[src/xcvr_defines.svh]
/*
 * Constants of the transceiver housekeeping block: register offsets, field
 * positions, reset values and timing figures.
 * Assumes inclusion by bare name; definitions only.
 */
`ifndef XCVR_DEFINES_SVH
`define XCVR_DEFINES_SVH

`define CLK_HZ              20000000
`define POR_TIME_US         10000
`define MAN_RECOVER_TIME_US 5000
`define HW_RESET_TIME_US    100

`define OFF_CTRL            12'h000
`define OFF_CLKDIV          12'h004
`define OFF_STATUS          12'h008
`define OFF_IRQ_STATUS      12'h00c
`define OFF_IRQ_MASK        12'h010

`define CTRL_MODE_LSB       0
`define CTRL_MODE_MSB       2
`define CTRL_LOCK_PIN_EN    3
`define CTRL_GAIN_LSB       4
`define CTRL_GAIN_MSB       5

`define STATUS_LOCK_FLAG    0
`define STATUS_IN_RESET     1
`define STATUS_PLL_LOCK     2

`define IRQ_LOCK_SET        0
`define IRQ_LOCK_LOST       1
`define IRQ_READY           2
`define IRQ_BITS            3

`define CLKDIV_RESET        8'h01
`define GAIN_RESET          2'h3
`define MODE_RESET          3'h1

`endif

[src/xcvr_pkg.sv]
/*
 * Types of the transceiver housekeeping block.
 * Assumes nothing beyond a SystemVerilog compiler.
 */
package xcvr_pkg;
    typedef enum logic [1:0] {
        RST_POR     = 2'b00,
        RST_MANUAL  = 2'b01,
        RST_RECOVER = 2'b10,
        RST_READY   = 2'b11
    } rst_state_e;

    typedef enum logic [2:0] {
        MODE_SLEEP   = 3'b000,
        MODE_STANDBY = 3'b001,
        MODE_FS      = 3'b010,
        MODE_RX      = 3'b011,
        MODE_TX      = 3'b100
    } chip_mode_e;

    // Gain code 0 is the highest gain, 3 is 0 dB
    typedef logic [1:0] if_gain_t;
endpackage

[src/xcvr_ctl_if.sv]
/*
 * Carrier between the top module and its reset sequencer.
 * Assumes one clock domain.
 */
`timescale 1ns/1ps
interface xcvr_ctl_if;
    logic pin_sync;
    logic in_reset;
    logic ready_pulse;
    logic pin_oe;

    modport seq (input pin_sync, output in_reset, output ready_pulse, output pin_oe);
    modport top (output pin_sync, input in_reset, input ready_pulse, input pin_oe);
endinterface

[src/xcvr_housekeeping.sv]
/*
 * Top of the transceiver housekeeping: AXI4-Lite registers, reset sequencing,
 * clock output, lock status and IF gain.
 * Assumes clk is the crystal reference domain and hw_reset_pin is asynchronous.
 */
`timescale 1ns/1ps
`include "xcvr_defines.svh"
module xcvr_housekeeping #(
    parameter int unsigned POR_CYCLES = (`POR_TIME_US * (`CLK_HZ / 1000000)),
    parameter int unsigned REC_CYCLES = (`MAN_RECOVER_TIME_US * (`CLK_HZ / 1000000)) + 1,
    parameter int unsigned DIV_W      = 8
) (
    // Clock and reset
    input  wire logic        clk,
    input  wire logic        sys_rst,
    // AXI4-Lite slave
    input  wire logic [11:0] s_axi_awaddr,
    input  wire logic        s_axi_awvalid,
    output logic             s_axi_awready,
    input  wire logic [31:0] s_axi_wdata,
    input  wire logic [3:0]  s_axi_wstrb,
    input  wire logic        s_axi_wvalid,
    output logic             s_axi_wready,
    output logic [1:0]       s_axi_bresp,
    output logic             s_axi_bvalid,
    input  wire logic        s_axi_bready,
    input  wire logic [11:0] s_axi_araddr,
    input  wire logic        s_axi_arvalid,
    output logic             s_axi_arready,
    output logic [31:0]      s_axi_rdata,
    output logic [1:0]       s_axi_rresp,
    output logic             s_axi_rvalid,
    input  wire logic        s_axi_rready,
    // Reset pin, open drain
    input  wire logic        hw_reset_pin_in,
    output logic             hw_reset_pin_out,
    output logic             hw_reset_pin_oe,
    // Analog side
    input  wire logic        pll_lock,
    output logic             ref_clock_out,
    output logic             ref_clock_oe,
    output logic             lock_detect_pin,
    output logic             lock_detect_oe,
    output xcvr_pkg::if_gain_t if_gain,
    output xcvr_pkg::chip_mode_e chip_mode,
    // Interrupt
    output logic             irq
);
    import xcvr_pkg::*;

    initial begin
        if (DIV_W < 1 || DIV_W > 16) begin
            $error("xcvr_housekeeping: DIV_W out of range");
        end
    end

    xcvr_ctl_if ctl ();

    // Pin and lock come from outside the clock domain: two flops before any logic
    logic pin_meta_reg;
    logic pin_sync_reg;
    logic lock_meta_reg;
    logic lock_sync_reg;
    logic lock_prev_reg;

    always_ff @(posedge clk or posedge sys_rst) begin
        if (sys_rst) begin
            pin_meta_reg  <= 1'b0;
            pin_sync_reg  <= 1'b0;
            lock_meta_reg <= 1'b0;
            lock_sync_reg <= 1'b0;
            lock_prev_reg <= 1'b0;
        end else begin
            pin_meta_reg  <= hw_reset_pin_in;
            pin_sync_reg  <= pin_meta_reg;
            lock_meta_reg <= pll_lock;
            lock_sync_reg <= lock_meta_reg;
            lock_prev_reg <= lock_sync_reg;
        end
    end

    assign ctl.pin_sync = pin_sync_reg;

    reset_sequencer #(
        .POR_CYCLES (POR_CYCLES),
        .REC_CYCLES (REC_CYCLES)
    ) u_seq (
        .clk     (clk),
        .sys_rst (sys_rst),
        .ctl     (ctl)
    );

    wire in_reset = ctl.in_reset;

    // Response codes of the bus
    localparam logic [1:0] RESP_OKAY   = 2'h0;
    localparam logic [1:0] RESP_SLVERR = 2'h2;

    // Bus handshake: write address and data may come in either order
    logic        aw_held_reg;
    logic [11:0] aw_addr_reg;
    logic        w_held_reg;
    logic [31:0] w_data_reg;
    logic [3:0]  w_strb_reg;
    logic        rvalid_reg;
    logic        bvalid_reg;
    logic [31:0] rdata_reg;
    logic [1:0]  rresp_reg;
    logic [1:0]  bresp_reg;

    assign s_axi_awready = !aw_held_reg && !bvalid_reg;
    assign s_axi_wready  = !w_held_reg && !bvalid_reg;
    assign s_axi_arready = !rvalid_reg;

    wire aw_fire = s_axi_awvalid && s_axi_awready;
    wire w_fire  = s_axi_wvalid && s_axi_wready;
    wire ar_fire = s_axi_arvalid && s_axi_arready;
    wire wr_go   = aw_held_reg && w_held_reg;

    wire hit_ctrl  = (aw_addr_reg == `OFF_CTRL);
    wire hit_div   = (aw_addr_reg == `OFF_CLKDIV);
    wire hit_stat  = (aw_addr_reg == `OFF_STATUS);
    wire hit_istat = (aw_addr_reg == `OFF_IRQ_STATUS);
    wire hit_imask = (aw_addr_reg == `OFF_IRQ_MASK);
    wire wr_map    = hit_ctrl || hit_div || hit_stat || hit_istat || hit_imask;
    // Writes in reset still complete on the bus but change nothing
    wire wr_ok     = wr_go && !in_reset && w_strb_reg[0];

    // Control state
    chip_mode_e           mode_reg;
    logic                 lock_pin_enable_reg;
    if_gain_t             gain_reg;
    logic [DIV_W-1:0]     div_reg;
    logic                 lock_status_flag_reg;
    logic [`IRQ_BITS-1:0] irq_status_reg;
    logic [`IRQ_BITS-1:0] irq_mask_reg;

    wire [2:0] mode_wr = w_data_reg[`CTRL_MODE_MSB:`CTRL_MODE_LSB];
    wire mode_legal    = (mode_wr <= MODE_TX);
    wire lock_rise     = lock_sync_reg && !lock_prev_reg;
    wire lock_fall     = !lock_sync_reg && lock_prev_reg;
    wire lock_clr      = wr_ok && hit_stat && w_data_reg[`STATUS_LOCK_FLAG];
    wire [`IRQ_BITS-1:0] irq_events = {ctl.ready_pulse, lock_fall, lock_rise};
    wire [`IRQ_BITS-1:0] irq_clr    = (wr_ok && hit_istat) ? w_data_reg[`IRQ_BITS-1:0] : '0;

    always_ff @(posedge clk or posedge sys_rst) begin
        if (sys_rst) begin
            mode_reg            <= MODE_STANDBY;
            lock_pin_enable_reg <= 1'b0;
            gain_reg            <= `GAIN_RESET;
            div_reg             <= DIV_W'(`CLKDIV_RESET);
        end else if (in_reset) begin
            mode_reg            <= MODE_STANDBY;
            lock_pin_enable_reg <= 1'b0;
            gain_reg            <= `GAIN_RESET;
            div_reg             <= DIV_W'(`CLKDIV_RESET);
        end else if (wr_ok && hit_ctrl) begin
            if (mode_legal) begin
                mode_reg <= chip_mode_e'(mode_wr);
            end
            lock_pin_enable_reg <= w_data_reg[`CTRL_LOCK_PIN_EN];
            gain_reg            <= w_data_reg[`CTRL_GAIN_MSB:`CTRL_GAIN_LSB];
        end else if (wr_ok && hit_div) begin
            div_reg <= w_data_reg[DIV_W-1:0];
        end
    end

    // Flag re-sets while lock stays high, so a clear only sticks once lock drops
    // Set wins over a clear in the same cycle
    always_ff @(posedge clk or posedge sys_rst) begin
        if (sys_rst) begin
            lock_status_flag_reg <= 1'b0;
            irq_status_reg       <= '0;
            irq_mask_reg         <= '0;
        end else begin
            if (in_reset) begin
                lock_status_flag_reg <= 1'b0;
            end else if (lock_sync_reg) begin
                lock_status_flag_reg <= 1'b1;
            end else if (lock_clr) begin
                lock_status_flag_reg <= 1'b0;
            end
            irq_status_reg <= (irq_status_reg & ~irq_clr) | irq_events;
            if (wr_ok && hit_imask) begin
                irq_mask_reg <= w_data_reg[`IRQ_BITS-1:0];
            end
        end
    end

    // Read decode
    // Reads are served in reset as well; only writes are gated
    wire [31:0] ctrl_rd = {26'h0, gain_reg, lock_pin_enable_reg, mode_reg};
    wire [31:0] div_rd  = 32'(div_reg);
    wire [31:0] stat_rd = {29'h0, lock_sync_reg, in_reset, lock_status_flag_reg};
    wire [31:0] ist_rd  = 32'(irq_status_reg);
    wire [31:0] imk_rd  = 32'(irq_mask_reg);
    wire rd_ctrl = (s_axi_araddr == `OFF_CTRL);
    wire rd_div  = (s_axi_araddr == `OFF_CLKDIV);
    wire rd_stat = (s_axi_araddr == `OFF_STATUS);
    wire rd_ist  = (s_axi_araddr == `OFF_IRQ_STATUS);
    wire rd_imk  = (s_axi_araddr == `OFF_IRQ_MASK);
    wire rd_map  = rd_ctrl || rd_div || rd_stat || rd_ist || rd_imk;
    wire [31:0] rd_mux = rd_ctrl ? ctrl_rd :
                         rd_div  ? div_rd  :
                         rd_stat ? stat_rd :
                         rd_ist  ? ist_rd  :
                         rd_imk  ? imk_rd  : 32'h0;

    always_ff @(posedge clk or posedge sys_rst) begin
        if (sys_rst) begin
            aw_held_reg <= 1'b0;
            aw_addr_reg <= 12'h0;
        end else if (aw_fire) begin
            aw_held_reg <= 1'b1;
            aw_addr_reg <= s_axi_awaddr;
        end else if (wr_go) begin
            aw_held_reg <= 1'b0;
        end
    end

    always_ff @(posedge clk or posedge sys_rst) begin
        if (sys_rst) begin
            w_held_reg <= 1'b0;
            w_data_reg <= 32'h0;
            w_strb_reg <= 4'h0;
        end else if (w_fire) begin
            w_held_reg <= 1'b1;
            w_data_reg <= s_axi_wdata;
            w_strb_reg <= s_axi_wstrb;
        end else if (wr_go) begin
            w_held_reg <= 1'b0;
        end
    end

    // Response waits for both halves, so address and data may arrive apart
    always_ff @(posedge clk or posedge sys_rst) begin
        if (sys_rst) begin
            bvalid_reg <= 1'b0;
            bresp_reg  <= 2'h0;
        end else if (wr_go) begin
            bvalid_reg <= 1'b1;
            bresp_reg  <= wr_map ? RESP_OKAY : RESP_SLVERR;
        end else if (s_axi_bready) begin
            bvalid_reg <= 1'b0;
        end
    end

    // Read data is captured at the address handshake and held until taken
    always_ff @(posedge clk or posedge sys_rst) begin
        if (sys_rst) begin
            rvalid_reg <= 1'b0;
            rdata_reg  <= 32'h0;
            rresp_reg  <= 2'h0;
        end else if (ar_fire) begin
            rvalid_reg <= 1'b1;
            rdata_reg  <= rd_mux;
            rresp_reg  <= rd_map ? RESP_OKAY : RESP_SLVERR;
        end else if (s_axi_rready) begin
            rvalid_reg <= 1'b0;
        end
    end

    assign s_axi_bvalid = bvalid_reg;
    assign s_axi_bresp  = bresp_reg;
    assign s_axi_rvalid = rvalid_reg;
    assign s_axi_rdata  = rdata_reg;
    assign s_axi_rresp  = rresp_reg;

    // Clock output runs from power-up and parks in sleep
    wire clk_en = (mode_reg != MODE_SLEEP);

    clock_divider #(
        .DIV_W (DIV_W)
    ) u_div (
        .clk     (clk),
        .sys_rst (sys_rst),
        .enable  (clk_en),
        .divisor (div_reg),
        .clk_out (ref_clock_out)
    );

    assign ref_clock_oe     = clk_en;
    assign hw_reset_pin_out = 1'b0;
    assign hw_reset_pin_oe  = ctl.pin_oe;
    assign lock_detect_pin  = lock_pin_enable_reg & lock_sync_reg;
    assign lock_detect_oe   = lock_pin_enable_reg && (mode_reg != MODE_SLEEP);
    assign if_gain          = gain_reg;
    assign chip_mode        = mode_reg;
    // Level output: high until every pending unmasked bit is cleared or masked
    assign irq              = |(irq_status_reg & irq_mask_reg);
endmodule

[src/reset_sequencer.sv]
/*
 * Reset sequencer: power-on window, manual reset pin handling, recovery wait.
 * Assumes the reset pin is already synchronised to clk.
 */
`timescale 1ns/1ps
`include "xcvr_defines.svh"
module reset_sequencer #(
    parameter int unsigned POR_CYCLES = (`POR_TIME_US * (`CLK_HZ / 1000000)),
    parameter int unsigned REC_CYCLES = (`MAN_RECOVER_TIME_US * (`CLK_HZ / 1000000)) + 1
) (
    // Clock and reset
    input  wire logic clk,
    input  wire logic sys_rst,
    // Towards top
    xcvr_ctl_if.seq   ctl
);
    import xcvr_pkg::*;

    initial begin
        if (POR_CYCLES < 1 || REC_CYCLES < 1 || POR_CYCLES > 32'h7fffffff) begin
            $error("reset_sequencer: bad cycle counts");
        end
    end

    rst_state_e  state_reg;
    rst_state_e  state_next;
    logic [31:0] cnt_reg;
    logic [31:0] cnt_next;

    wire por_done = (cnt_reg >= POR_CYCLES - 1);
    wire rec_done = (cnt_reg >= REC_CYCLES - 1);

    always_comb begin
        state_next = state_reg;
        cnt_next   = cnt_reg + 32'h1;
        unique case (state_reg)
            RST_POR: begin
                if (por_done) begin
                    state_next = RST_READY;
                    cnt_next   = 32'h0;
                end
            end
            RST_MANUAL: begin
                cnt_next = 32'h0;
                if (!ctl.pin_sync) begin
                    state_next = RST_RECOVER;
                end
            end
            RST_RECOVER: begin
                if (ctl.pin_sync) begin
                    state_next = RST_MANUAL;
                    cnt_next   = 32'h0;
                end else if (rec_done) begin
                    state_next = RST_READY;
                    cnt_next   = 32'h0;
                end
            end
            RST_READY: begin
                cnt_next = 32'h0;
                if (ctl.pin_sync) begin
                    state_next = RST_MANUAL;
                end
            end
        endcase
    end

    always_ff @(posedge clk or posedge sys_rst) begin
        if (sys_rst) begin
            state_reg <= RST_POR;
            cnt_reg   <= 32'h0;
        end else begin
            state_reg <= state_next;
            cnt_reg   <= cnt_next;
        end
    end

    assign ctl.in_reset    = (state_reg != RST_READY);
    assign ctl.ready_pulse = (state_reg != RST_READY) && (state_next == RST_READY);
    // The pin is left released while power-on runs and reads low; we only release it
    assign ctl.pin_oe      = 1'b0;
endmodule

[src/clock_divider.sv]
/*
 * Reference clock output divider.
 * Assumes clk stands in for the crystal reference.
 */
`timescale 1ns/1ps
module clock_divider #(
    parameter int unsigned DIV_W = 8
) (
    // Clock and reset
    input  wire logic             clk,
    input  wire logic             sys_rst,
    // Control
    input  wire logic             enable,
    input  wire logic [DIV_W-1:0] divisor,
    // Output
    output logic                  clk_out
);
    initial begin
        if (DIV_W < 1 || DIV_W > 16) begin
            $error("clock_divider: DIV_W out of range");
        end
    end

    logic [DIV_W-1:0] cnt_reg;
    wire              wrap = (cnt_reg >= divisor - DIV_W'(1)) || (divisor == '0);

    // Output toggles each divisor cycles: period is twice the divisor
    always_ff @(posedge clk or posedge sys_rst) begin
        if (sys_rst) begin
            cnt_reg <= '0;
            clk_out <= 1'b0;
        end else if (!enable) begin
            cnt_reg <= '0;
            clk_out <= 1'b0;
        end else if (wrap) begin
            cnt_reg <= '0;
            clk_out <= ~clk_out;
        end else begin
            cnt_reg <= cnt_reg + DIV_W'(1);
        end
    end
endmodule

[config.mk]
export PLATFORM = sky130hd
export DESIGN_NAME = xcvr_housekeeping
export DESIGN_NICKNAME = d
export VERILOG_FILES = /design/src/xcvr_pkg.sv /design/src/xcvr_ctl_if.sv /design/src/xcvr_housekeeping.sv /design/src/reset_sequencer.sv /design/src/clock_divider.sv
export VERILOG_INCLUDE_DIRS = /design/src
export SDC_FILE = /design/constraint.sdc
export NUM_CORES = 1
export LEC_CHECK = 0
export BUFFER_PORTS_ARGS = -buffer_cell sky130_fd_sc_hd__buf_2
export CORE_MARGIN = 4
export CORE_UTILIZATION = 45
export CTS_BUF_LIST = sky130_fd_sc_hd__clkbuf_16
export DETAILED_ROUTE_END_ITERATION = 16
export HOLD_SLACK_MARGIN = 0.02
export PLACE_DENSITY = 0.8
export SYNTH_ARGS = -nofsm -noshare
export SYNTH_HDL_FRONTEND = slang
export SYNTH_SLANG_ARGS = --single-unit
[constraint.sdc]
create_clock -name clk -period 9.45 [get_ports clk]
set_clock_uncertainty 0.05 [all_clocks]
set_input_delay 2.3625 -clock clk [delete_from_list [all_inputs] [get_ports clk]]
set_output_delay 2.3625 -clock clk [all_outputs]
set_load 0.02 [all_outputs]
==> impl_metrics.toml <==
[floorplanning]
coreArea_um2 = 10500
pin_count = 122
dieArea_um2 = 12700
rows = 37
dieWidth_um = 113
die_h_um = 113
initial_core_util_pct = 46.9

[placed_design]
gp_congestion = 0.869
hpwlAfterDp_um = 7000
dp_slack_ns = 5.48
placed_area_um2 = 5320
io_buffers = 66

[sta]
tightest_slew_ns = 0.990
post-route-period-util_pct = 42.7
finalSetupViolCount = 0
slew_violations = 0
fmax_mhz = 248
fin_crit_ns = 4.03
setup_slack_ns = 5.42
rsz0062_at_grt = "false"
relSlewSlack_pct = 34.0
setup_tns_ns = 0
hold_viol_final = 0

[route]
drt_iter0_drc = 151
route.detailed.drc = 0
finalWirelength_um = 9330
ant_nets = 0
dr.pass1.iters = 4
viasPerCell = 5.12
wl_per_cell_um = 14.0
dr_total_vias = 3417

[synthesis]
synth.top_cells.by_count = "dfrtp_1, nand2_1, nor2_1"
synth_edf_count = 0
synth_top_area_share_pct = 50.8
synth_compound_area_share_pct = 8.82
synthXorXnorAreaFrac_pct = 4.98
yosysSeqAreaShare_pct = 53.0
synthMuxAreaShare_pct = 7.01
syn_avg_cell_area_um2 = 11.0
yosys.area.top_type = "dfrtp_1"
postSynthCellCount = 448
ys.flop_type = "dfrtp_1"
synth.most_common_cell = "dfrtp_1"
yosys_register_bits = 104
post_synth_instance_area_um2 = 4920
yosys_warnings = 0
yosys.area_share.simple_pct = 16.2
synthDistinctLibCells = 58
synth_area_leaders = "dfrtp_1, mux2_2, buf_4"
synth_top_family_by_area = "simple AND/OR/NAND/NOR gates"
synthAdderAreaFrac_pct = 3.30
postSynth.asyncResetShare_pct = 100

[setup_path]
startpoint_type = "flop"
arrival_ns = 1.62
cp.required_ns = 7.04
critPathKind = "reg -> out"
cp_max_fo = 6
end_kind = "primary output"

[cts]
path_clk_slew_ns = 0.07
hold_buffers = 0
htree_levels = 3
post-cts-setup-buffer-count = 0
post_cts_resized = 0
cts_buffers = 9
clock_sinks = 104
cts_tree = "built"
clock_path_buffers = 2
cts_root_buf = "clkbuf_16"
clk_latency_ns = 0.34

[layout]
final_util_pct = 53.6
fin_nets = 609
n_fill_cell = 895
layout-drive-gt1-share_pct = 22.9
final_cell_area_um2 = 5640
diodes = 0
largest_reg_flops = 32
syn_to_final_growth_pct = 14.5

[grt]
gr-usage-all-layers_pct = 15.1
grt_pass1_wl_um = 15800
grt_pass1_vias = 3388
grt_max_degree = 85
overflow = 0
antenna_found_initial = 0

[power]
report.power.total_mw = 1.13
ir_worst_vdd_mv = 0.132
combPwrFrac_pct = 14.8
total_switching_power_mw = 0.309
clock_power_share_pct = 34.6
p_seq_share_pct = 50.6
p_per_area_nw_per_um2 = 200
swShare_pct = 27.4
leakagePower_nw = 2.58
internal_power_mw = 0.817

[outcome]
status = "completed"

[min_path]
min_path_type = "reg -> reg"

[job]
cap_violations = 0
-- path summary, 6_finish.rpt --
path                            cells past startpoint               end  slack (ns)          start
max in group asynchronous                           3  u_seq.cnt_reg[0]        6.19        sys_rst
worst min-delay path                                0     lock_sync_reg        0.31  lock_meta_reg
worst max-delay path                                3    lock_detect_oe        5.42   chip_mode[2]
worst max register to register                      9  u_div.cnt_reg[5]        6.30     div_reg[3]
min in group asynchronous                           2     u_div.clk_out        1.90        sys_rst
worst min register to register                      0     lock_sync_reg        0.31  lock_meta_reg
-- through the flow --
step           cells  hold WS [ns]
6_report         668         0.305
5_1_grt          668         0.326
4_1_cts          668         0.301
3_5_place_dp     652         0.285
3_3_place_gp     652         0.285
2_1_floorplan    489         0.281
-- final cells by class --
type / instances / area (um^2) / share of cell area (%)
Inverter: 16 / 62.6 / 1.11
Sequential cell: 104 / 2610 / 46.2
Multi-Input combinational cell: 329 / 2140 / 38.0
Clock inverter: 7 / 93.8 / 1.66
Tap cell: 136 / 170 / 3.02
Clock buffer: 9 / 225 / 3.99
Timing Repair Buffer: 67 / 338 / 5.99
-- logic make-up (layout without fill, tap and decap cells) --
family | count (synthesis) | after routing
AOI/OAI and AO/OA | 63 | 63
xor gates and xnor gates | 28 | 28
adders and majority gates | 13 | 13
buffers and inverters | 56 | 99
DFF | 104 | 104
muxes | 28 | 28
other | 1 | 42
and+or+nand+nor | 155 | 155
-- power by group through the flow --
stage	logic, mW	registers [mW]	clock network (mW)
3_5_place_dp	0.168	0.577	0
2_1_floorplan	0.140	0.560	0
3_3_place_gp	0.163	0.571	0
4_1_cts	0.170	0.570	0.397
5_1_grt	0.185	0.579	0.419
6_report	0.166	0.570	0.389
-- critical path, cell delays in order, from the launching register on --
cell	delay (ns)
dfrtp_1	0.41
or3_1	0.50
and2_1	0.21
buf_2	0.15
-- per-layer routing --
| metal | track usage, % | vias to the layer above | share of wire [%] |
|---|---|---|---|
| li1 | - | 1652 | - |
| met1 | 19.3 | 1647 | 43 |
| met2 | 25.4 | 103 | 49 |
| met3 | 4.26 | 15 | 6.6 |
| met4 | 4.01 | 0 | 1.4 |
| met5 | 0 | - | 0 |
-- placed cells by master, fill, tap and decap left out, types with 4 or more instances in the layout --
cell / synthesis / layout
and3_1: 6 / 6
xor2_1: 14 / 14
nor3_1: 11 / 11
and2_1: 6 / 6
a21oi_1: 4 / 4
nor2_1: 39 / 39
clkbuf_16: 0 / 9
inv_1: 16 / 16
a21o_1: 4 / 4
nor2b_1: 4 / 4
nor4_1: 10 / 10
ha_1: 13 / 13
dfstp_2: 4 / 4
o21ai_0: 22 / 22
a31oi_1: 4 / 4
o31ai_1: 4 / 4
dfrtp_1: 100 / 100
nand2_1: 42 / 42
buf_2: 2 / 66
conb_1: 1 / 42
xnor2_1: 14 / 14
mux2_2: 22 / 22
nand3_1: 15 / 15
No activity file was read; power rests on OpenSTA's default activity.
